--- src/shared/mmec_regs.svh ---
// Constants for the monitor mode entry control block.
// Assumes inclusion by bare name from shared/ on the include path.
`ifndef MMEC_REGS_SVH
`define MMEC_REGS_SVH
`define MMEC_CLK_HZ 250000000
`define MMEC_BAUD 9600
`define MMEC_BIT_CYCLES (`MMEC_CLK_HZ / `MMEC_BAUD)
`define MMEC_SEC_BYTES 8
`define MMEC_BREAK_BITS 10
`define MMEC_BREAK_ZERO_BITS 9
`define MMEC_FRAME_BITS 10
`define MMEC_ECHO_GAP_BITS 2
`define MMEC_RESET_VEC_USER 16'hFFFE
`define MMEC_SWI_VEC_USER 16'hFFFC
`define MMEC_RESET_VEC_MON 16'hFEFE
`define MMEC_SWI_VEC_MON 16'hFEFC
`define MMEC_ENTRY_A2 1'h0
`define MMEC_ENTRY_A1 1'h1
`define MMEC_ENTRY_LINK 1'h1
`define MMEC_DIV_BY2 2'h1
`define MMEC_DIV_BY4 2'h2
`define MMEC_DIV_PLL 2'h3
`define MMEC_DIV_STOP 2'h0
`endif

--- src/shared/mmec_pkg.sv ---
// Types for the monitor mode entry control block.
// Assumes mmec_regs.svh supplies the numeric constants.
package mmec_pkg;
  typedef struct packed {
    logic test_voltage_irq;
    logic test_voltage_reset;
    logic irq_low;
    logic entry_select_a2;
    logic entry_select_a1;
    logic clock_divider_select;
    logic reset_vector_blank;
  } mmec_straps_t;
  typedef struct packed {
    logic debug_monitor_mode;
    logic blank_entry;
    logic watchdog_disable;
    logic bus_clock_run;
    logic [1:0] clock_divide;
    logic pll_enable;
  } mmec_mode_t;
  typedef enum logic [3:0] {
    MMEC_SEC = 4'h1,
    MMEC_TXBRK = 4'h2,
    MMEC_READY = 4'h4,
    MMEC_BRKGAP = 4'h8
  } mmec_state_t;
endpackage : mmec_pkg

--- src/core/mmec_top.sv ---
// Monitor mode entry and control: strap latching, clock divide, watchdog hold,
// vector relocation, security byte wait and break handshake on one wired-OR pin.
// Assumes straps and the reset pin level arrive synchronous to clk.
`timescale 1ns/1ns
`include "mmec_regs.svh"
module mmec_top #(
  parameter int BIT_CYCLES = `MMEC_BIT_CYCLES
) (
  input wire logic clk,
  input wire logic reset_n,
  input wire logic power_on_reset,
  input wire logic reset_pin,
  input mmec_pkg::mmec_straps_t straps,
  input wire logic serial_link_pin_in,
  output logic serial_link_pin_out,
  output logic serial_link_pin_oe,
  output mmec_pkg::mmec_mode_t mode,
  output logic [15:0] reset_vector_addr,
  output logic [15:0] swi_vector_addr,
  output logic security_done,
  output logic command_ready,
  output logic [7:0] command_data,
  output logic command_valid
);
  if (BIT_CYCLES < 4 || BIT_CYCLES > 65535) begin : g_bit_cycles_check
    $error("BIT_CYCLES out of range");
  end

  // ************************************************************
  // Entry latch
  // ************************************************************
  logic reset_pin_reg;
  logic mon_reg;
  logic blank_reg;
  logic [1:0] div_reg;
  logic pll_reg;
  wire logic reset_rise = reset_pin && !reset_pin_reg;
  wire logic strap_entry = straps.test_voltage_irq
    && straps.entry_select_a2 == `MMEC_ENTRY_A2
    && straps.entry_select_a1 == `MMEC_ENTRY_A1
    && serial_link_pin_in == `MMEC_ENTRY_LINK;
  wire logic blank_entry = !straps.test_voltage_irq && straps.reset_vector_blank;
  wire logic enter_now = strap_entry || blank_entry;
  wire logic [1:0] div_next = straps.test_voltage_irq
    ? (straps.clock_divider_select ? `MMEC_DIV_BY4 : `MMEC_DIV_BY2)
    : `MMEC_DIV_PLL;

  always_ff @(posedge clk) begin
    if (!reset_n || power_on_reset) begin
      reset_pin_reg <= 1'b0;
      mon_reg <= 1'b0;
      blank_reg <= 1'b0;
      div_reg <= `MMEC_DIV_BY4;
      pll_reg <= 1'b0;
    end else begin
      reset_pin_reg <= reset_pin;
      // Straps latch only at the release edge; later changes reach only the watchdog hold, through the test voltage straps.
      if (reset_rise && !blank_reg) begin
        mon_reg <= enter_now;
        blank_reg <= blank_entry;
        div_reg <= enter_now ? div_next : `MMEC_DIV_BY4;
        pll_reg <= blank_entry && straps.irq_low;
      end
    end
  end

  // ************************************************************
  // Clock and watchdog control
  // ************************************************************
  wire logic in_reset = !reset_pin;
  wire logic tv_any = straps.test_voltage_irq || straps.test_voltage_reset;
  assign mode.debug_monitor_mode = mon_reg;
  assign mode.blank_entry = blank_reg;
  assign mode.watchdog_disable = in_reset || (mon_reg && tv_any);
  assign mode.bus_clock_run = !in_reset;
  assign mode.clock_divide = in_reset ? `MMEC_DIV_STOP : div_reg;
  assign mode.pll_enable = pll_reg;

  // ************************************************************
  // Vector relocation
  // ************************************************************
  assign reset_vector_addr = mon_reg ? `MMEC_RESET_VEC_MON : `MMEC_RESET_VEC_USER;
  assign swi_vector_addr = mon_reg ? `MMEC_SWI_VEC_MON : `MMEC_SWI_VEC_USER;

  // ************************************************************
  // Serial link
  // ************************************************************
  wire logic [7:0] rx_data;
  wire logic rx_valid;
  wire logic rx_break;
  wire logic tx_busy;
  wire logic tx_low;
  logic tx_send_break_reg;
  // The receiver is blind while the device transmits, so its own break on the shared line is never a frame.
  wire logic rx_line = serial_link_pin_in || tx_busy;
  mmec_rx #(.BIT_CYCLES(BIT_CYCLES)) u_rx (
    .clk(clk),
    .reset_n(reset_n),
    .line_in(rx_line),
    .byte_data(rx_data),
    .byte_valid(rx_valid),
    .break_seen(rx_break)
  );
  mmec_tx #(.BIT_CYCLES(BIT_CYCLES)) u_tx (
    .clk(clk),
    .reset_n(reset_n),
    .send(1'b0),
    .send_break(tx_send_break_reg),
    .send_data(8'h00),
    .busy(tx_busy),
    .line_low(tx_low)
  );
  // Only a low is ever driven; a high comes from the pull-up.
  assign serial_link_pin_out = 1'b0;
  assign serial_link_pin_oe = tx_low;

  // ************************************************************
  // Security and break sequencer
  // ************************************************************
  mmec_pkg::mmec_state_t state_reg;
  mmec_pkg::mmec_state_t state_next;
  logic [3:0] sec_cnt_reg;
  logic [20:0] gap_reg;
  logic started_reg;
  logic [7:0] cmd_reg;
  logic cmd_valid_reg;
  wire logic active = mon_reg && reset_pin;
  wire logic gap_end = (gap_reg == 21'(`MMEC_ECHO_GAP_BITS * BIT_CYCLES - 1));

  always_comb begin
    state_next = state_reg;
    unique case (state_reg)
      mmec_pkg::MMEC_SEC: begin
        if (rx_valid && sec_cnt_reg == 4'(`MMEC_SEC_BYTES - 1))
          state_next = mmec_pkg::MMEC_TXBRK;
      end
      mmec_pkg::MMEC_TXBRK: begin
        if (started_reg && !tx_busy)
          state_next = mmec_pkg::MMEC_READY;
      end
      mmec_pkg::MMEC_READY: begin
        if (rx_break)
          state_next = mmec_pkg::MMEC_BRKGAP;
      end
      mmec_pkg::MMEC_BRKGAP: begin
        if (gap_end)
          state_next = mmec_pkg::MMEC_TXBRK;
      end
      default: state_next = mmec_pkg::MMEC_SEC;
    endcase
  end

  always_ff @(posedge clk) begin
    if (!reset_n || !active) begin
      state_reg <= mmec_pkg::MMEC_SEC;
      sec_cnt_reg <= 4'h0;
      gap_reg <= 21'h000000;
      started_reg <= 1'b0;
      tx_send_break_reg <= 1'b0;
    end else begin
      state_reg <= state_next;
      if (state_reg == mmec_pkg::MMEC_SEC && rx_valid)
        sec_cnt_reg <= sec_cnt_reg + 4'h1;
      gap_reg <= (state_reg == mmec_pkg::MMEC_BRKGAP) ? gap_reg + 21'h000001 : 21'h000000;
      tx_send_break_reg <= (state_reg == mmec_pkg::MMEC_TXBRK) && !started_reg && !tx_busy;
      if (state_reg != mmec_pkg::MMEC_TXBRK)
        started_reg <= 1'b0;
      else if (tx_busy)
        started_reg <= 1'b1;
    end
  end

  // Bytes are passed on only once the device is ready for commands.
  always_ff @(posedge clk) begin
    if (!reset_n) begin
      cmd_reg <= 8'h00;
      cmd_valid_reg <= 1'b0;
    end else begin
      cmd_valid_reg <= rx_valid && active && state_reg == mmec_pkg::MMEC_READY;
      if (rx_valid)
        cmd_reg <= rx_data;
    end
  end

  assign security_done = active && state_reg != mmec_pkg::MMEC_SEC;
  assign command_ready = active && state_reg == mmec_pkg::MMEC_READY;
  assign command_data = cmd_reg;
  assign command_valid = cmd_valid_reg;
endmodule : mmec_top

--- src/core/mmec_rx.sv ---
// Serial receiver for the monitor link: start, eight data bits LSB first, stop.
// Assumes the line input is synchronous to clk.
`timescale 1ns/1ns
`include "mmec_regs.svh"
module mmec_rx #(
  parameter int BIT_CYCLES = `MMEC_BIT_CYCLES
) (
  input wire logic clk,
  input wire logic reset_n,
  input wire logic line_in,
  output logic [7:0] byte_data,
  output logic byte_valid,
  output logic break_seen
);
  if (BIT_CYCLES < 4 || BIT_CYCLES > 65535) begin : g_bit_cycles_check
    $error("BIT_CYCLES out of range");
  end
  logic [15:0] cnt_reg;
  logic [3:0] bit_reg;
  logic [8:0] shift_reg;
  logic busy_reg;
  logic line_prev_reg;
  logic valid_reg;
  logic brk_reg;
  logic [7:0] data_reg;
  wire logic bit_end = (cnt_reg == 16'(BIT_CYCLES - 1));
  wire logic mid = (cnt_reg == 16'(BIT_CYCLES / 2));
  wire logic frame_done = busy_reg && mid && (bit_reg == 4'(`MMEC_FRAME_BITS - 1));
  // framing; break is start plus nine zeros with no stop bit.
  always_ff @(posedge clk) begin
    valid_reg <= 1'b0;
    brk_reg <= 1'b0;
    line_prev_reg <= line_in;
    if (!reset_n) begin
      line_prev_reg <= 1'b1;
      cnt_reg <= 16'h0000;
      bit_reg <= 4'h0;
      shift_reg <= 9'h000;
      busy_reg <= 1'b0;
      data_reg <= 8'h00;
    end else if (!busy_reg) begin
      cnt_reg <= 16'h0000;
      bit_reg <= 4'h0;
      // A start needs a falling edge, so the low tail of a break is never read as a new frame.
      busy_reg <= !line_in && line_prev_reg;
    end else begin
      cnt_reg <= bit_end ? 16'h0000 : cnt_reg + 16'h0001;
      if (mid && bit_reg != 4'h0)
        shift_reg <= {line_in, shift_reg[8:1]};
      if (bit_end)
        bit_reg <= bit_reg + 4'h1;
      if (frame_done) begin
        busy_reg <= 1'b0;
        if (line_in) begin
          valid_reg <= 1'b1;
          data_reg <= shift_reg[8:1];
        end else if (shift_reg[8:1] == 8'h00)
          brk_reg <= 1'b1;
      end
    end
  end
  assign byte_data = data_reg;
  assign byte_valid = valid_reg;
  assign break_seen = brk_reg;
endmodule : mmec_rx

--- src/core/mmec_tx.sv ---
// Serial transmitter for the monitor link; pulls the wired-OR line low only.
// Assumes an external pull-up restores the line when released.
`timescale 1ns/1ns
`include "mmec_regs.svh"
module mmec_tx #(
  parameter int BIT_CYCLES = `MMEC_BIT_CYCLES
) (
  input wire logic clk,
  input wire logic reset_n,
  input wire logic send,
  input wire logic send_break,
  input wire logic [7:0] send_data,
  output logic busy,
  output logic line_low
);
  if (BIT_CYCLES < 4 || BIT_CYCLES > 65535) begin : g_bit_cycles_check
    $error("BIT_CYCLES out of range");
  end
  logic [15:0] cnt_reg;
  logic [3:0] bit_reg;
  logic [9:0] shift_reg;
  logic busy_reg;
  wire logic bit_end = (cnt_reg == 16'(BIT_CYCLES - 1));
  always_ff @(posedge clk) begin
    if (!reset_n) begin
      cnt_reg <= 16'h0000;
      bit_reg <= 4'h0;
      shift_reg <= 10'h3FF;
      busy_reg <= 1'b0;
    end else if (!busy_reg) begin
      cnt_reg <= 16'h0000;
      bit_reg <= 4'h0;
      if (send || send_break) begin
        busy_reg <= 1'b1;
        // A break is ten zero bits, a character is start, data LSB first, stop.
        shift_reg <= send_break ? 10'h000 : {1'b1, send_data, 1'b0};
      end
    end else begin
      cnt_reg <= bit_end ? 16'h0000 : cnt_reg + 16'h0001;
      if (bit_end) begin
        shift_reg <= {1'b1, shift_reg[9:1]};
        bit_reg <= bit_reg + 4'h1;
        if (bit_reg == 4'(`MMEC_BREAK_BITS - 1))
          busy_reg <= 1'b0;
      end
    end
  end
  assign busy = busy_reg;
  assign line_low = busy_reg && !shift_reg[0];
endmodule : mmec_tx

--- config.mk ---
export PLATFORM = sky130hd
export DESIGN_NAME = mmec_top
export DESIGN_NICKNAME = d
export VERILOG_FILES = /design/src/shared/mmec_pkg.sv /design/src/core/mmec_top.sv /design/src/core/mmec_rx.sv /design/src/core/mmec_tx.sv
export VERILOG_INCLUDE_DIRS = /design/src /design/src/shared
export SDC_FILE = /design/constraint.sdc
export NUM_CORES = 1
export LEC_CHECK = 0
export BUFFER_PORTS_ARGS = -buffer_cell sky130_fd_sc_hd__buf_2
export CAP_MARGIN = 20
export CORE_ASPECT_RATIO = 1.75
export CORE_MARGIN = 10
export CORE_UTILIZATION = 55
export CTS_BUF_LIST = sky130_fd_sc_hd__clkbuf_16
export DETAILED_ROUTE_END_ITERATION = 8
export GPL_TIMING_DRIVEN = 0
export PLACE_DENSITY = 0.87
export SYNTH_ARGS = -nofsm -noshare
export SYNTH_HDL_FRONTEND = slang
export SYNTH_SLANG_ARGS = --single-unit
--- constraint.sdc ---
create_clock -name clk -period 2.3 [get_ports clk]
set_input_delay 0.46 -clock clk [delete_from_list [all_inputs] [get_ports clk]]
set_output_delay 0.46 -clock clk [all_outputs]
set_load 0.03 [all_outputs]
# Yosys cells after proc, flatten, opt, wreduce, memory -nomap -nowiden
# Cells that the tools add are included.
word_totals:
  input_bits: 12
  elab_cells: 130
  register_bits: 118
  output_inout_bits: 52
op_classes:
  add_sub_neg: 6
  bitwise: 6
  eq_ne: 18
  mux: 22
  reduce_logical: 54
ops:
  columns: ["operator", "count"]
  rows:
  - ["$add 16x1->16 const B", 2]
  - ["$eq 16x15->1 const B", 2]
  - ["$mux 10", 3]
  - ["$logic_and 1x1->1", 23]
  - ["$add 21x1->21 const B", 1]
  - ["$eq 21x16->1 const B", 1]
  - ["$mux 9", 2]
  - ["$eq 16x14->1 const B", 1]
  - ["$mux 4", 4]
  - ["$pmux 4 s4", 1]
  - ["$add 4x1->4 const B", 3]
  - ["$eq 4x4->1 const B", 3]
  - ["$logic_not 1->1", 10]
  - ["$eq 4x3->1 const B", 2]
  - ["$logic_not 8->1", 1]
  - ["$mux 1", 8]
  - ["$mux 2", 4]
  - ["$ne 2x2->1 const B", 4]
  - ["$reduce_and 2->1", 4]
  - ["$logic_or 1x1->1", 6]
  - ["$not 1->1", 6]
  - ["$reduce_and 3->1", 2]
  - ["$reduce_or 3->1", 2]
  - ["$eq 4x1->1 const B", 1]
  - ["9 further kinds", 10]

# Depth between registers and ports, before layout
depth:
  depth_word: 6
  depth_mapped: 7
  depth_no_buf: 6

# Hierarchy
# A second synthesis with hierarchy kept.
hier_totals:
  cells_unflattened: 627
  hier_area_um2: 5656.7
by_module_without_submodules:
  columns: ["mod", "cells_per_inst", "area_each_um2", "seq_area_each_um2", "n_inst"]
  rows:
  - ["mmec_top", 273, 2357.3, 920.9, 1]
  - ["mmec_rx", 181, 1750.4, 800.8, 1]
  - ["mmec_tx", 173, 1549.0, 620.6, 1]

# Least setup slack after synthesis
# OpenSTA, ideal clock, no wires.
synth_path:
  path_kind: "reg2reg"
  start: "register gap_reg[0]"
  end: "register gap_reg[18]"
  synth_period_minus_slack_ps: 2046
  required_time_ps: 2230
  path_stages_with_launch: 7
  arrival_ps: 1976
  slack_ps: 254
  n_path_buf: 1
  setup_time_ps: 70
  path_cell_list: "dfxtp_1 ha_1 nand3_2 or4_1 buf_2 or4_1 a21oi_1"
synth_via:
  elab_chain_len: 1
synth_lines:
  columns: ["item", "line", "source"]
  rows:
  - ["start, declared", "mmec_top.sv:123", "logic [20:0] gap_reg;"]
  - ["start signal, assigned", "mmec_top.sv:164", "gap_reg <= (state_reg == mmec_pkg::MMEC_BRKGAP) ? gap_reg + 21'h000001 : 21'h000000;"]
  - ["$add 21x1->21", "mmec_top.sv:164", null]
# Every way passes these cells.
# A chain may end at the register's enable or synchronous reset.

# Worst setup path in the final report
layout_path:
  start: "register gap_reg[0]"
  end: "register gap_reg[20]"
# Same word-level chain as after synthesis.

==> run_results.csv <==
group,metric,value,unit
sta,maxSlewViolCount,0,
yosys,synth_edf_count,0,
routing,routed_wl,12.99,mm
yosys,synthMostInstantiatedCell,"dfxtp_1",
yosys,synth.area.top_cells,"dfxtp_1, buf_4, nor2_1",
pwr,swShare,0.2050,
routing,wl_met3,685,um
clock_network,insertion_delay,0.41,ns
layout,diodes,0,
routing,ant_nets,0,
setup_path,cp_slowest_cell,"or4_1",
sta,hold_viol,0,
setup_path,arrival,2.57,ns
floorplan,core,9789,um2
yosys,syn_avg_cell_area,8.695,um2
setup_path,worst-path-max-fanout,10,
yosys,netlist_area,5451,um2
yosys,ys_ff_latch,117,
clock_network,cts_buffers,17,
placement,io_buffer_count,32,
clock_network,cts_sinks,117,
global_routing,grt_pass1_vias,4737,
pwr,power.share.clock,0.554,
yosys,yosys_warnings,0,
global_routing,grt_usage,0.1765,
yosys,synth_flop_cell,"dfxtp_1",
routing,first_iter_violations,363,
routing,vias,4823,
sta,fin_crit_sh,0.9681,
routing,first_pass_iters,5,
pwr,comb_power_share,0.048,
min_path,hp-class,"primary input to flip-flop",
floorplan,initial_utilization,0.5569,
floorplan,rows,48,
layout,final_layout_size_suffix_gt1_frac,0.1623,
routing,routed.top_layer,"met4",
yosys,netlist.top_cell.by_area,"dfxtp_1",
setup_path,crit_required,2.64,ns
sta,setup_viol,0,
floorplan,die_h,151.7,um
setup_path,crit_path_max_incr_delay,0.54,ns
setup_path,start_kind,"flip-flop",
layout,fin_util,0.6725,
yosys,synth_common_cells,"dfxtp_1, nor2_1, nand2_1",
global_routing,grt_max_degree,17,
yosys,synth_top_area_share,0.4297,
global_routing,gr-total-overflow,0,
sta,fin_worst_skew,0.008646,ns
yosys,yosysSeqAreaShare,0.4297,
floorplan,io_pins,64,
layout,syn_to_final_growth,20.77,%
sta,slew_headroom,0.4318,
layout,largest_reg_flops,21,
run,max-cap-violations,0,
global_routing,grt_pass1_wl,20.64,mm
clock_network,hold_buffers,0,
pwr,p_total,5.180,mW
setup_path,crit_top_cell,"or4_1",
global_routing,antenna_found_initial,0,
routing,drt-met1-wl,4.538,mm
floorplan,die-area,14450,um2
pwr,switchingPower,1.062,mW
routing,drt-vias-per-instance,5.701,
pwr,ir_drop,0.0006810,V
pwr,p_seq_frac,0.398,
setup_path,endpoint_kind,"flip-flop",
outcome,status,"completed",
clock_network,cts_tree,"done",
clock_network,htreeDepth,4,
yosys,synthArstFlopShare,0,
routing,routed-wl-met2,7.379,mm
sta,fmax,0.4491,GHz
clock_network,root_buffer,"clkbuf_16",
yosys,syn_inst,627,
clock_network,clk_pin_slew,0.05,ns
pwr,total_leakage_power,2.494,nW
sta,period_needed,2.227,ns
pwr,internal_power,4.118,mW
setup_path,path_cells,"ha_2, nand3_2, or4_1, buf_2, or4_1, a21oi_1",
pwr,power_density,786.7,nW/um2
layout,nets,733,
setup_path,critPathKind,"flip-flop to flip-flop",
clock_network,cts_buffer_depth,2,
routing,wire_per_inst,15.36,um
placement,hpwlAfterDp,9.152,mm
routing,drc,0,
placement,place.gp.congestion,0.8656,
floorplan,die_w,95.26,um
sta,worst-slew-pin-transition,0.8504,ns
yosys,synth_cell_types,54,
[cell families (layout without fill, tap and decap cells)]
kind of cell    count (synthesis)  after routing  share of synthesized area
simple gates                  261            261                     0.2554
compound gates                 88             88                     0.1026
xor+xnor                       37             37                    0.05944
flops                         117            117                     0.4297
fa+ha+maj                      12             12                    0.02754
other cells                     2             31                   0.001378
buf+inv                        90            155                    0.08721
mux                            20             20                    0.03672
[repair_timing]
| item | in CTS | in global routing |
|---|---|---|
| pin swaps | 1 | 1 |
| buffers inserted | 3 | 1 |
| endpoints found under the setup margin | 13 | 33 |
| gates resized for setup | 2 | 9 |
[power by group through the flow]
stage          logic, mW  clock network, mW  registers, mW
2_1_floorplan      0.201                  0           2.09
3_3_place_gp       0.240                  0           2.10
3_5_place_dp       0.245                  0           2.10
4_1_cts            0.247               2.90           2.05
5_1_grt            0.266               3.00           2.06
6_report           0.247               2.87           2.06
[through the flow]
stage	instances	setup TNS [ns]	hold WS (ns)	area, um2	setup WS, ns
floorplan	656	0	0.4243	5560	0.2540
global placement	813	0	0.4362	5877	0.08828
detailed placement	813	-0.1686	0.4556	5877	-0.04180
CTS	846	0	0.3110	6541	0.01079
global route	846	-0.01252	0.3179	6584	-0.007920
finish	846	0	0.3183	6584	0.07338
[worst paths after layout]
kind	startpoint	endpoint	slack [ns]	depth (start not counted)
max	gap_reg[0]	gap_reg[20]	0.07	6
min	straps[4]	pll_reg	0.32	3
min reg2reg	u_tx.cnt_reg[0]	u_tx.cnt_reg[0]	0.47	1
max reg2reg	gap_reg[0]	gap_reg[20]	0.07	6
[layer usage]
metal | global-route usage | vias to the layer above
met5 | 0 | -
met4 | 0.1000 | 0
met3 | 0.05279 | 38
met2 | 0.3312 | 173
met1 | 0.1608 | 2289
li1 | - | 2323
[critical path: cells and delay by family (launching register included)]
family          cells  cell delay (ns)
compound gates      1             0.15
simple gates        3             1.21
flops               1             0.38
fa+ha+maj           1             0.23
buf+inv             1             0.20
[cells in the final DEF (no fill, tap or decap), drive strengths merged, types with 9 or more instances in the layout]
cell type,instances
inv,31
or4,9
mux2i,20
or3,10
nand3,26
xnor2,19
xor2,18
clkbuf,34
a21oi,36
nand2,41
ha,12
conb,31
o31ai,14
nand4,32
nor2,71
o311ai,9
o21ai,17
buf,77
dfxtp,117
and3,13
nor3,11
nor4,12
[cell type report]
cell class | instances | area [um2]
timing repair buffer | 36 | 190.2
multi-input combinational | 449 | 2780
buffer | 58 | 356.6
sequential | 117 | 2346
tap | 125 | 156.4
clock buffer | 17 | 425.4
clock inverter | 14 | 216.5
fill | 756 | 3206
inverter | 30 | 112.6
Note: power is estimated with default switching activity, not from simulation.
